File: src/core/crs_pkg.sv
/*
 * Constants shared by the core register set: field positions, reset
 * values, boot fetch addresses and special-register view selectors.
 * Assumes one 250 MHz clock and an asynchronous active-high reset.
 */
package crs_pkg;

  // ==========================================================
  // Widths and register indices
  localparam int          CRS_XLEN          = 32;
  localparam int          CRS_NUM_GPR       = 13;
  localparam logic [3:0]  CRS_IDX_SP        = 4'hd;
  localparam logic [3:0]  CRS_IDX_LINK      = 4'he;
  localparam logic [3:0]  CRS_IDX_IP        = 4'hf;

  // ==========================================================
  // Status and stack control word field positions and widths
  localparam int          CRS_FLAG_LSB      = 28;
  localparam int          CRS_TBIT_POS      = 24;
  localparam int          CRS_EXC_W         = 6;
  localparam int          CRS_CTRL_SEL_POS  = 1;

  // ==========================================================
  // Reset values and boot vector addresses
  localparam logic [31:0] CRS_VEC_SP_ADDR   = 32'h0000_0000;
  localparam logic [31:0] CRS_VEC_IP_ADDR   = 32'h0000_0004;
  localparam logic [5:0]  CRS_EXC_RST       = 6'h00;
  localparam logic        CRS_PMASK_RST     = 1'b0;
  localparam logic        CRS_SEL_RST       = 1'b0;
  localparam logic [3:0]  CRS_FLAGS_RST     = 4'h0;
  localparam logic        CRS_TBIT_RST      = 1'b0;
  localparam logic [5:0]  CRS_EXC_THREAD    = 6'h00;

  // ==========================================================
  // Special-register move selectors
  localparam logic [3:0]  SEL_STATUS_ALL    = 4'h0;
  localparam logic [3:0]  SEL_COND_FLAGS    = 4'h1;
  localparam logic [3:0]  SEL_APP_INTR      = 4'h2;
  localparam logic [3:0]  SEL_APP_EXEC      = 4'h3;
  localparam logic [3:0]  SEL_EXEC_INTR     = 4'h4;
  localparam logic [3:0]  SEL_EXC_NUM       = 4'h5;
  localparam logic [3:0]  SEL_EXEC_STATE    = 4'h6;
  localparam logic [3:0]  SEL_MAIN_STACK    = 4'h7;
  localparam logic [3:0]  SEL_PROC_STACK    = 4'h8;
  localparam logic [3:0]  SEL_PRIO_MASK     = 4'h9;
  localparam logic [3:0]  SEL_STACK_CTRL    = 4'ha;

  // Boot sequence states
  typedef enum logic [1:0] {
    CRS_BOOT_SP,
    CRS_BOOT_IP,
    CRS_RUN
  } crs_boot_e;

endpackage

File: src/core/crs_gpr_mem.sv
/*
 * Thirteen 32-bit general data registers with one write port and one
 * registered read port. Addresses of 13 and above write nothing and read zero.
 */
`timescale 1ns/10ps

module crs_gpr_mem
  import crs_pkg::*;
(
  input  wire logic        clk_i,
  input  wire logic        we_i,
  input  wire logic [3:0]  waddr_i,
  input  wire logic [31:0] wdata_i,
  input  wire logic [3:0]  raddr_i,
  output logic      [31:0] rdata_o
);

  // ==========================================================
  // Storage, no reset: contents are undefined after reset
  logic [31:0] mem_q [CRS_NUM_GPR];
  wire         wr_hit = we_i && (waddr_i < 4'(CRS_NUM_GPR));
  wire         rd_hit = raddr_i < 4'(CRS_NUM_GPR);

  // Write port
  always_ff @(posedge clk_i) begin
    if (wr_hit) begin
      mem_q[waddr_i] <= wdata_i;
    end
  end

  // Registered read keeps the data output on a flop
  always_ff @(posedge clk_i) begin
    rdata_o <= rd_hit ? mem_q[raddr_i] : 32'h0000_0000;
  end

endmodule

File: src/core/crs_core_regs.sv
/*
 * Core register set: general registers, banked stack pointers, link,
 * instruction pointer, status word, priority mask and stack select.
 * Assumes the decoder, interrupt controller and memory system outside
 * drive the request ports, all on clk_i.
 */
`timescale 1ns/10ps

module crs_core_regs
  import crs_pkg::*;
(
  input  wire logic        clk_i,
  input  wire logic        rst_i,
  output logic             vec_req_o,
  output logic      [31:0] vec_addr_o,
  input  wire logic        vec_valid_i,
  input  wire logic [31:0] vec_data_i,
  output logic             ready_o,
  input  wire logic        gpr_we_i,
  input  wire logic [3:0]  gpr_waddr_i,
  input  wire logic [31:0] gpr_wdata_i,
  input  wire logic [3:0]  gpr_raddr_i,
  output logic      [31:0] gpr_rdata_o,
  input  wire logic        ip_we_i,
  input  wire logic        ip_exch_i,
  input  wire logic [31:0] ip_wdata_i,
  output logic      [31:0] ip_o,
  input  wire logic        flags_we_i,
  input  wire logic [3:0]  flags_i,
  output logic      [3:0]  flags_o,
  input  wire logic [3:0]  sreg_sel_i,
  input  wire logic        sreg_we_i,
  input  wire logic [31:0] sreg_wdata_i,
  input  wire logic        dbg_i,
  output logic      [31:0] sreg_rdata_o,
  input  wire logic        mask_op_i,
  input  wire logic        mask_val_i,
  output logic             prio_mask_o,
  input  wire logic        cfg_exc_req_i,
  output logic             cfg_exc_allow_o,
  input  wire logic        exec_i,
  output logic             hard_fault_o,
  input  wire logic        multi_start_i,
  input  wire logic        multi_busy_i,
  input  wire logic        exc_entry_i,
  input  wire logic [5:0]  exc_num_i,
  input  wire logic [31:0] exc_vector_i,
  input  wire logic [31:0] exc_link_i,
  output logic      [31:0] stacked_psr_o,
  output logic      [31:0] stacked_ret_o,
  output logic             multi_abandon_o,
  input  wire logic        exc_return_i,
  input  wire logic [31:0] ret_psr_i,
  input  wire logic        ret_thread_i,
  input  wire logic        ret_use_proc_i,
  output logic             handler_mode_o,
  output logic             use_proc_stack_o,
  output logic [5:0]       exc_num_o
);

  // ==========================================================
  // State
  crs_boot_e   boot_q;
  logic [31:0] main_stack_ptr_q;
  logic [31:0] process_stack_ptr_q;
  logic [31:0] return_link_reg_q;
  logic [31:0] instruction_pointer_q;
  logic [3:0]  flags_q;
  logic [5:0]  exc_num_q;
  logic        t_bit_q;
  logic        prio_mask_q;
  logic        stack_sel_q;
  logic [31:0] restart_ip_q;
  logic [31:0] hi_rdata_q;
  logic        hi_rsel_q;
  logic [31:0] mem_rdata;

  // ==========================================================
  // Decode
  wire run      = boot_q == CRS_RUN;
  wire quiet    = run && !exc_entry_i && !exc_return_i;
  wire handler  = exc_num_q != CRS_EXC_THREAD;
  wire use_proc = stack_sel_q && !handler;
  wire boot_sp  = boot_q == CRS_BOOT_SP && vec_valid_i;
  wire boot_ip  = boot_q == CRS_BOOT_IP && vec_valid_i;

  // Status views: which fields a selector covers
  wire v_app = sreg_sel_i == SEL_STATUS_ALL || sreg_sel_i == SEL_COND_FLAGS
            || sreg_sel_i == SEL_APP_INTR || sreg_sel_i == SEL_APP_EXEC;
  wire v_int = sreg_sel_i == SEL_STATUS_ALL || sreg_sel_i == SEL_APP_INTR
            || sreg_sel_i == SEL_EXEC_INTR || sreg_sel_i == SEL_EXC_NUM;
  wire v_exe = sreg_sel_i == SEL_STATUS_ALL || sreg_sel_i == SEL_APP_EXEC
            || sreg_sel_i == SEL_EXEC_INTR || sreg_sel_i == SEL_EXEC_STATE;

  // Move writes; exception number and state bit only by debug access
  wire mv         = sreg_we_i && quiet;
  wire wr_flags   = mv && v_app;
  wire wr_excnum  = mv && v_int && dbg_i;
  wire wr_tbit    = mv && v_exe && dbg_i;
  wire wr_main    = mv && sreg_sel_i == SEL_MAIN_STACK;
  wire wr_proc    = mv && sreg_sel_i == SEL_PROC_STACK;
  wire wr_pmask   = mv && sreg_sel_i == SEL_PRIO_MASK;
  wire wr_ctrl    = mv && sreg_sel_i == SEL_STACK_CTRL && !handler;
  wire gw_sp      = gpr_we_i && quiet && gpr_waddr_i == CRS_IDX_SP;
  wire gw_link    = gpr_we_i && quiet && gpr_waddr_i == CRS_IDX_LINK;
  wire gw_ip      = gpr_we_i && quiet && gpr_waddr_i == CRS_IDX_IP;

  // Assembled status word fields, reserved bits zero
  wire [31:0] f_app  = {flags_q, 28'h000_0000};
  wire [31:0] f_int  = {26'h000_0000, exc_num_q};
  wire [31:0] f_exe  = {7'h00, t_bit_q, 24'h00_0000};
  wire [31:0] psr_full = f_app | f_int | f_exe;
  wire [31:0] f_exe_rd = dbg_i ? f_exe : 32'h0000_0000;
  wire [31:0] ctrl_rd  = {30'h0000_0000, use_proc, 1'b0};
  wire [31:0] psr_rd   = (v_app ? f_app : 32'h0) | (v_int ? f_int : 32'h0)
                       | (v_exe ? f_exe_rd : 32'h0);

  // Special-register read mux, unknown selectors read zero
  wire [31:0] sreg_rd_d =
      (sreg_sel_i == SEL_MAIN_STACK) ? main_stack_ptr_q :
      (sreg_sel_i == SEL_PROC_STACK) ? process_stack_ptr_q :
      (sreg_sel_i == SEL_PRIO_MASK)  ? {31'h0000_0000, prio_mask_q} :
      (sreg_sel_i == SEL_STACK_CTRL) ? ctrl_rd : psr_rd;

  // Register 13 view follows the active pointer
  wire [31:0] active_sp = use_proc ? process_stack_ptr_q : main_stack_ptr_q;
  wire [31:0] hi_rd_d   = (gpr_raddr_i == CRS_IDX_SP)   ? active_sp :
                          (gpr_raddr_i == CRS_IDX_LINK) ? return_link_reg_q :
                                                          instruction_pointer_q;
  wire        hi_rsel_d = gpr_raddr_i >= CRS_IDX_SP;

  // Return address skips back to the start of an interrupted multi-transfer
  wire [31:0] ret_addr = multi_busy_i ? restart_ip_q : instruction_pointer_q;

  // ==========================================================
  // General registers 0..12
  crs_gpr_mem u_gpr (
    .clk_i   (clk_i),
    .we_i    (gpr_we_i && quiet),
    .waddr_i (gpr_waddr_i),
    .wdata_i (gpr_wdata_i),
    .raddr_i (gpr_raddr_i),
    .rdata_o (mem_rdata)
  );

  // ==========================================================
  // Boot fetch sequence: stack word, then reset vector
  always_ff @(posedge clk_i or posedge rst_i) begin
    if (rst_i) begin
      boot_q <= CRS_BOOT_SP;
    end else begin
      unique case (boot_q)
        CRS_BOOT_SP: if (vec_valid_i) boot_q <= CRS_BOOT_IP;
        CRS_BOOT_IP: if (vec_valid_i) boot_q <= CRS_RUN;
        CRS_RUN:     boot_q <= CRS_RUN;
      endcase
    end
  end

  // Main stack pointer: boot load, moves, register 13 writes while the main pointer is active
  always_ff @(posedge clk_i or posedge rst_i) begin
    if (rst_i) begin
      main_stack_ptr_q <= CRS_VEC_SP_ADDR;
    end else if (boot_sp) begin
      main_stack_ptr_q <= vec_data_i;
    end else if (wr_main || (gw_sp && !use_proc)) begin
      main_stack_ptr_q <= wr_main ? sreg_wdata_i : gpr_wdata_i;
    end
  end

  // Process stack pointer and link: no reset, contents undefined
  always_ff @(posedge clk_i) begin
    if (wr_proc || (gw_sp && use_proc)) begin
      process_stack_ptr_q <= wr_proc ? sreg_wdata_i : gpr_wdata_i;
    end
    if (run && exc_entry_i) begin
      return_link_reg_q <= exc_link_i;
    end else if (gw_link) begin
      return_link_reg_q <= gpr_wdata_i;
    end
  end

  // Instruction pointer; bit 0 never stored, it steers the state bit
  always_ff @(posedge clk_i or posedge rst_i) begin
    if (rst_i) begin
      instruction_pointer_q <= CRS_VEC_IP_ADDR;
    end else if (boot_ip) begin
      instruction_pointer_q <= {vec_data_i[31:1], 1'b0};
    end else if (run && exc_entry_i) begin
      instruction_pointer_q <= {exc_vector_i[31:1], 1'b0};
    end else if (quiet && ip_we_i) begin
      instruction_pointer_q <= {ip_wdata_i[31:1], 1'b0};
    end else if (gw_ip) begin
      instruction_pointer_q <= {gpr_wdata_i[31:1], 1'b0};
    end
  end

  // Restart point latched when a multi-transfer begins
  always_ff @(posedge clk_i or posedge rst_i) begin
    if (rst_i) begin
      restart_ip_q <= CRS_VEC_IP_ADDR;
    end else if (quiet && multi_start_i) begin
      restart_ip_q <= instruction_pointer_q;
    end
  end

  // Condition flags; a move wins over an ALU update in the same cycle
  always_ff @(posedge clk_i or posedge rst_i) begin
    if (rst_i) begin
      flags_q <= CRS_FLAGS_RST;
    end else if (run && exc_return_i) begin
      flags_q <= ret_psr_i[31:CRS_FLAG_LSB];
    end else if (wr_flags) begin
      flags_q <= sreg_wdata_i[31:CRS_FLAG_LSB];
    end else if (quiet && flags_we_i) begin
      flags_q <= flags_i;
    end
  end

  // Exception number: thread at reset, set on entry, restored on return
  always_ff @(posedge clk_i or posedge rst_i) begin
    if (rst_i) begin
      exc_num_q <= CRS_EXC_RST;
    end else if (run && exc_entry_i) begin
      exc_num_q <= exc_num_i;
    end else if (run && exc_return_i) begin
      exc_num_q <= ret_thread_i ? CRS_EXC_THREAD : ret_psr_i[CRS_EXC_W-1:0];
    end else if (wr_excnum) begin
      exc_num_q <= sreg_wdata_i[CRS_EXC_W-1:0];
    end
  end

  // State bit: boot, entry, exchange branch and register 15 loads copy bit 0; return and debug moves take bit 24
  always_ff @(posedge clk_i or posedge rst_i) begin
    if (rst_i) begin
      t_bit_q <= CRS_TBIT_RST;
    end else if (boot_ip) begin
      t_bit_q <= vec_data_i[0];
    end else if (run && exc_entry_i) begin
      t_bit_q <= exc_vector_i[0];
    end else if (run && exc_return_i) begin
      t_bit_q <= ret_psr_i[CRS_TBIT_POS];
    end else if (quiet && ip_we_i && ip_exch_i) begin
      t_bit_q <= ip_wdata_i[0];
    end else if (gw_ip && !ip_we_i) begin
      t_bit_q <= gpr_wdata_i[0];
    end else if (wr_tbit) begin
      t_bit_q <= sreg_wdata_i[CRS_TBIT_POS];
    end
  end

  // Priority mask and stack select
  always_ff @(posedge clk_i or posedge rst_i) begin
    if (rst_i) begin
      prio_mask_q <= CRS_PMASK_RST;
      stack_sel_q <= CRS_SEL_RST;
    end else begin
      if (wr_pmask) begin
        prio_mask_q <= sreg_wdata_i[0];
      end else if (quiet && mask_op_i) begin
        prio_mask_q <= mask_val_i;
      end
      if (run && exc_entry_i) begin
        stack_sel_q <= 1'b0;
      end else if (run && exc_return_i) begin
        stack_sel_q <= ret_thread_i && ret_use_proc_i;
      end else if (wr_ctrl) begin
        stack_sel_q <= sreg_wdata_i[CRS_CTRL_SEL_POS];
      end
    end
  end

  // Read data, stacking copies and the fault pulse on flops
  always_ff @(posedge clk_i or posedge rst_i) begin
    if (rst_i) begin
      sreg_rdata_o    <= 32'h0000_0000;
      hi_rdata_q      <= 32'h0000_0000;
      hi_rsel_q       <= 1'b0;
      stacked_psr_o   <= 32'h0000_0000;
      stacked_ret_o   <= 32'h0000_0000;
      multi_abandon_o <= 1'b0;
      hard_fault_o    <= 1'b0;
    end else begin
      sreg_rdata_o    <= sreg_rd_d;
      hi_rdata_q      <= hi_rd_d;
      hi_rsel_q       <= hi_rsel_d;
      multi_abandon_o <= run && exc_entry_i && multi_busy_i;
      hard_fault_o    <= quiet && exec_i && !t_bit_q;
      if (run && exc_entry_i) begin
        stacked_psr_o <= psr_full;
        stacked_ret_o <= ret_addr;
      end
    end
  end

  // ==========================================================
  // Outputs
  assign vec_req_o        = !run;
  assign vec_addr_o       = (boot_q == CRS_BOOT_SP) ? CRS_VEC_SP_ADDR : CRS_VEC_IP_ADDR;
  assign ready_o          = run;
  assign gpr_rdata_o      = hi_rsel_q ? hi_rdata_q : mem_rdata;
  assign ip_o             = instruction_pointer_q;
  assign flags_o          = flags_q;
  assign prio_mask_o      = prio_mask_q;
  assign cfg_exc_allow_o  = cfg_exc_req_i && !prio_mask_q;
  assign handler_mode_o   = handler;
  assign use_proc_stack_o = use_proc;
  assign exc_num_o        = exc_num_q;

  // ==========================================================
  // Checks
  boot_sp_load_a: assert property (@(posedge clk_i) disable iff (rst_i)
    boot_sp |=> main_stack_ptr_q == $past(vec_data_i))
    else $error("main stack pointer not loaded from vector word");
  boot_ip_load_a: assert property (@(posedge clk_i) disable iff (rst_i)
    boot_ip |=> ip_o == {$past(vec_data_i[31:1]), 1'b0} && ready_o)
    else $error("instruction pointer not loaded from reset vector");
  boot_tbit_a: assert property (@(posedge clk_i) disable iff (rst_i)
    boot_ip |=> t_bit_q == $past(vec_data_i[0]))
    else $error("state bit not copied from vector bit 0");
  excnum_keep_a: assert property (@(posedge clk_i) disable iff (rst_i)
    mv && v_int && !dbg_i |=> $stable(exc_num_q))
    else $error("exception number changed by software move");
  exec_read_zero_a: assert property (@(posedge clk_i) disable iff (rst_i)
    sreg_sel_i == SEL_EXEC_STATE && !dbg_i |=> sreg_rdata_o == 32'h0)
    else $error("execution state read not zero");
  branch_tclear_a: assert property (@(posedge clk_i) disable iff (rst_i)
    quiet && ip_we_i && ip_exch_i && !ip_wdata_i[0] |=> !t_bit_q)
    else $error("state bit not cleared by interworking branch");
  tbit_fault_a: assert property (@(posedge clk_i) disable iff (rst_i)
    quiet && exec_i && !t_bit_q |=> hard_fault_o)
    else $error("no hard fault for cleared state bit");
  mask_block_a: assert property (@(posedge clk_i) disable iff (rst_i)
    prio_mask_o |-> !cfg_exc_allow_o)
    else $error("configurable exception passed while masked");
  stack_psr_a: assert property (@(posedge clk_i) disable iff (rst_i)
    run && exc_entry_i |=> stacked_psr_o[CRS_TBIT_POS] == $past(t_bit_q)
      && stacked_psr_o[5:0] == $past(exc_num_q))
    else $error("stacked status word wrong");
  handler_main_a: assert property (@(posedge clk_i) disable iff (rst_i)
    handler_mode_o |-> !use_proc_stack_o)
    else $error("process stack used in handler mode");
  ctrl_handler_a: assert property (@(posedge clk_i) disable iff (rst_i)
    mv && sreg_sel_i == SEL_STACK_CTRL && handler |=> $stable(stack_sel_q))
    else $error("stack select written in handler mode");
  restart_ret_a: assert property (@(posedge clk_i) disable iff (rst_i)
    run && exc_entry_i && multi_busy_i |=> multi_abandon_o
      && stacked_ret_o == $past(restart_ip_q))
    else $error("multi-transfer not restarted from its start");
  entry_c:  cover property (@(posedge clk_i) disable iff (rst_i) run && exc_entry_i);
  return_c: cover property (@(posedge clk_i) disable iff (rst_i)
    run && exc_return_i && ret_use_proc_i && ret_thread_i);
  fault_c:  cover property (@(posedge clk_i) disable iff (rst_i) hard_fault_o);

endmodule

File: config.mk
export PLATFORM = sky130hd
export DESIGN_NAME = crs_core_regs
export DESIGN_NICKNAME = d
export VERILOG_FILES = /design/src/core/crs_pkg.sv /design/src/core/crs_gpr_mem.sv /design/src/core/crs_core_regs.sv
export SDC_FILE = /design/constraint.sdc
export NUM_CORES = 1
export LEC_CHECK = 0
export BUFFER_PORTS_ARGS = -buffer_cell sky130_fd_sc_hd__buf_2
export CELL_PAD_IN_SITES_DETAIL_PLACEMENT = 1
export CELL_PAD_IN_SITES_GLOBAL_PLACEMENT = 2
export CORE_ASPECT_RATIO = 1.4
export CORE_UTILIZATION = 37
export CTS_CLUSTER_DIAMETER = 30
export DETAILED_ROUTE_END_ITERATION = 8
export PLACE_DENSITY_LB_ADDON = 0.1
export SLEW_MARGIN = 20
export SYNTH_ARGS = -nofsm -noshare
export SYNTH_HDL_FRONTEND = slang
export SYNTH_SLANG_ARGS = --single-unit
File: constraint.sdc
create_clock -name clk_i -period 8.57 [get_ports clk_i]
set_clock_uncertainty 0.05 [all_clocks]
set_input_delay 2.571 -clock clk_i [delete_from_list [all_inputs] [get_ports clk_i]]
set_output_delay 2.571 -clock clk_i [all_outputs]
set_load 0.02 [all_outputs]
==> impl_metrics.csv <==
group,metric,value,unit
floorplan,die_x,245,um
grt,grt_max_degree,147,
min_path,hold_path_class,"reg2reg",
power,peakVddDrop,0.209,mV
logic_synthesis,syn_avg_cell_area,15.9,um2
clock_tree,cts.sinks,730,
power,power.density,323,nW/um2
clock_tree,numCtsBuffers,139,
logic_synthesis,ys_ff_latch,730,
min_path,hold-path-endpoint,"stacked_ret_o[10]",
detailed_routing,ant_nets,0,
logic_synthesis,ys_types,55,
sta,slew_headroom,0.267,
detailed_routing,wl_per_cell,28.5,um
logic_synthesis,synth_edf_count,480,
critical_path,setup.worst_path.end_class,"primary output",
detailed_routing,drcViolationCount,0,
grt,grt_use_total,0.248,
sta,rsz0062_at_grt,"false",
clock_tree,cts_resized,0,
floorplan,start_util,0.375,
clock_tree,htree_num_levels,4,
power,power.static_leakage,15.3,nW
logic_synthesis,syn_inst,1936,
critical_path,criticalPathCategory,"in2out",
critical_path,reg2regPathDepth,7,
floorplan,die_h,343,um
critical_path,worst-path-max-fanout,1,
sta,fin_crit_sh,0.649,
floorplan,dieArea,84200,um2
clock_tree,cts_setup_buffers,0,
grt,antenna_found_initial,22,
clock_tree,root_buffer,"clkbuf_16",
min_path,hp-start,"stacked_ret_o[10]",
logic_synthesis,yosysTopAreaCellShare,0.469,
clock_tree,hold_buffers,0,
critical_path,reg2reg_from,"boot_q[0]",
clock_tree,clk_path_buf_depth,3,
clock_tree,clkTransAtPathRegs,0.04,ns
sta,fmax,180,MHz
grt,grt_pass1_wl,148,mm
critical_path,startpoint_type,"input pin",
floorplan,core,81900,um2
logic_synthesis,yosys_most_used_dff,"edfxtp_1",
floorplan,io_pins,475,
placement,post-dp-hpwl,65.8,mm
critical_path,required,5.95,ns
logic_synthesis,synth_top_cell_by_area,"edfxtp_1",
placement,portBuffers,399,
detailed_routing,vias,19400,
detailed_routing,routed_via_density,5.41,
grt,grt_pass1_vias,21200,
sta,finalCriticalPeriod,5.56,ns
sta,hold_viol_final,0,
detailed_routing,drt_pass1_iterations,8,
clock_tree,clk_latency,0.70,ns
clock_tree,cts_tree,"done",
logic_synthesis,synthArstFlopShare,0.299,
power,finalPower,12.5,mW
logic_synthesis,synth_area_leaders,"edfxtp_1, dfrtp_1, mux4_2",
sta,tightestPinTransition,1.10,ns
status,outcome,"finished, final reports clean",
logic_synthesis,yosysSeqAreaShare,0.668,
logic_synthesis,synth_warnings,0,
final_layout,area_delta_synth_final,25.9,%
grt,grt_overflow_total,0,
final_layout,nets,2656,
min_path,worstHoldPathCells,2,
sta,maxSlewViolCount,0,
sta,setup_viol,0,
final_layout,drive_gt1_frac,0.409,
logic_synthesis,syn_area,30700,um2
sta,setup_tns,0,ns
flow_run,maxCapViolCount,0,
critical_path,r2r_slack,4.84,ns
critical_path,crit_arrival,2.94,ns
detailed_routing,drt_iter0_markers,1349,
detailed_routing,finalWirelength,103,mm
floorplan,row_count,124,
placement,routabilityCongestion,0.817,
critical_path,reg2reg_to,"ip_o[24]",
==> layer usage <==
layer	wire length [um]	global-route usage	up-vias
li1	-	-	8360
met1	41600	0.305	10200
met2	51200	0.414	643
met3	6770	0.0697	169
met4	2910	0.0919	14
met5	95	0	-
==> layout make-up <==
type                            count  area (um2)
Multi-Input combinational cell   1061        9530
Fill cell                        8072       43300
Antenna cell                       15        37.5
Clock inverter                     76         917
Timing Repair Buffer              441        2330
Sequential cell                   730       20500
Tap cell                         1071        1340
Clock buffer                      183        3920
Inverter                           15        60.1
==> critical path: stages <==
cell     delay (ns)
buf_2          0.09
nor2b_1        0.11
buf_2          0.16
==> stage by stage <==
| stage | std cells | cell area, um2 | setup slack [ns] | util | hold slack [ns] |
|---|---|---|---|---|---|
| detailed placement | 3318 | 33800 | 2.62 | 0.412 | 0.419 |
| finish | 3592 | 38700 | 3.01 | 0.472 | 0.430 |
| global route | 3584 | 38600 | 3.00 | 0.472 | 0.448 |
| global placement | 3318 | 33800 | 2.68 | 0.412 | 0.404 |
| CTS | 3577 | 38600 | 3.01 | 0.471 | 0.425 |
| floorplan | 1989 | 30900 | 2.49 | - | 0.390 |
==> cell usage in the layout (no fill, tap or decap), types with 11 or more instances in the layout <==
cell type / n
edfxtp_1: 480
buf_2: 397
dfrtp_1: 215
mux2_2: 205
nand2_1: 187
clkbuf_16: 147
mux4_2: 112
mux2i_1: 101
o21ai_0: 67
conb_1: 54
nor2_1: 52
a21oi_1: 47
buf_4: 42
a222oi_1: 35
o221ai_1: 32
dfxtp_1: 32
clkbuf_1: 25
a22o_1: 21
nor2b_1: 19
a221oi_1: 18
a31oi_1: 17
inv_6: 17
bufinv_16: 16
diode_2: 15
clkinv_2: 15
inv_1: 12
nor2_4: 11
clkinvlp_4: 11
clkbuf_8: 11
==> synth_stat cells, types with 2 or more instances <==
| master | instances |
|---|---|
| dfrtp_1 | 216 |
| nor3b_1 | 8 |
| mux2i_1 | 101 |
| clkbuf_1 | 70 |
| and3_1 | 3 |
| buf_1 | 15 |
| buf_4 | 64 |
| a211oi_1 | 5 |
| nor2_1 | 63 |
| and2_1 | 4 |
| a31oi_1 | 17 |
| dfxtp_1 | 32 |
| mux4_2 | 112 |
| nand2b_1 | 5 |
| a22o_1 | 21 |
| buf_6 | 4 |
| nor2b_1 | 20 |
| a21oi_1 | 48 |
| a21o_1 | 4 |
| o31ai_1 | 2 |
| nor4bb_1 | 2 |
| o221ai_1 | 32 |
| ha_1 | 3 |
| o21ai_0 | 68 |
| inv_1 | 15 |
| nor3_1 | 8 |
| nand4b_1 | 2 |
| o31a_1 | 2 |
| a222oi_1 | 35 |
| a22oi_1 | 5 |
| dfstp_2 | 2 |
| nand3_1 | 6 |
| edfxtp_1 | 480 |
| buf_2 | 30 |
| nand2_1 | 190 |
| o22ai_1 | 2 |
| mux2_2 | 205 |
| a221oi_1 | 18 |
==> power breakdown <==
| group | total, mW | leakage (nW) | internal, mW | switching, mW |
|---|---|---|---|---|
| logic | 2.19 | 5.71 | 0.840 | 1.35 |
| clock network | 5.59 | 2.35 | 3.72 | 1.87 |
| registers | 4.69 | 7.26 | 4.26 | 0.429 |
| total | 12.5 | 15.3 | 8.82 | 3.65 |
==> cell families after synthesis <==
| logic type | Yosys count | share of synthesized area |
|---|---|---|
| simple gates | 320 | 0.0454 |
| compound gates | 265 | 0.0604 |
| mux | 418 | 0.190 |
| fa+ha+maj | 3 | 0.00122 |
| buf+inv | 198 | 0.0342 |
| other cells | 1 | 0.000122 |
| xor+xnor | 1 | 0.000285 |
| flops | 730 | 0.668 |
==> how the worst max path moves through the flow <==
stage / startpoint / endpoint / cells past startpoint
after floorplan: exc_entry_i / u_gpr.mem_q[0][0] / 4
after global placement: sreg_sel_i[0] / main_stack_ptr_q[15] / 8
after detailed placement: sreg_sel_i[0] / main_stack_ptr_q[16] / 8
after CTS: cfg_exc_req_i / cfg_exc_allow_o / 3
after global routing: cfg_exc_req_i / cfg_exc_allow_o / 3
final: cfg_exc_req_i / cfg_exc_allow_o / 3
==> flip-flops by register name, summed over array words and instances (netlist names), 32 cells and up <==
name,count
hi_rdata_q,32
main_stack_ptr_q,32
process_stack_ptr_q,32
return_link_reg_q,32
sreg_rdata_o,32
u_gpr.mem_q,416
u_gpr.rdata_o,32
No activity file was read; power rests on OpenSTA's default activity.
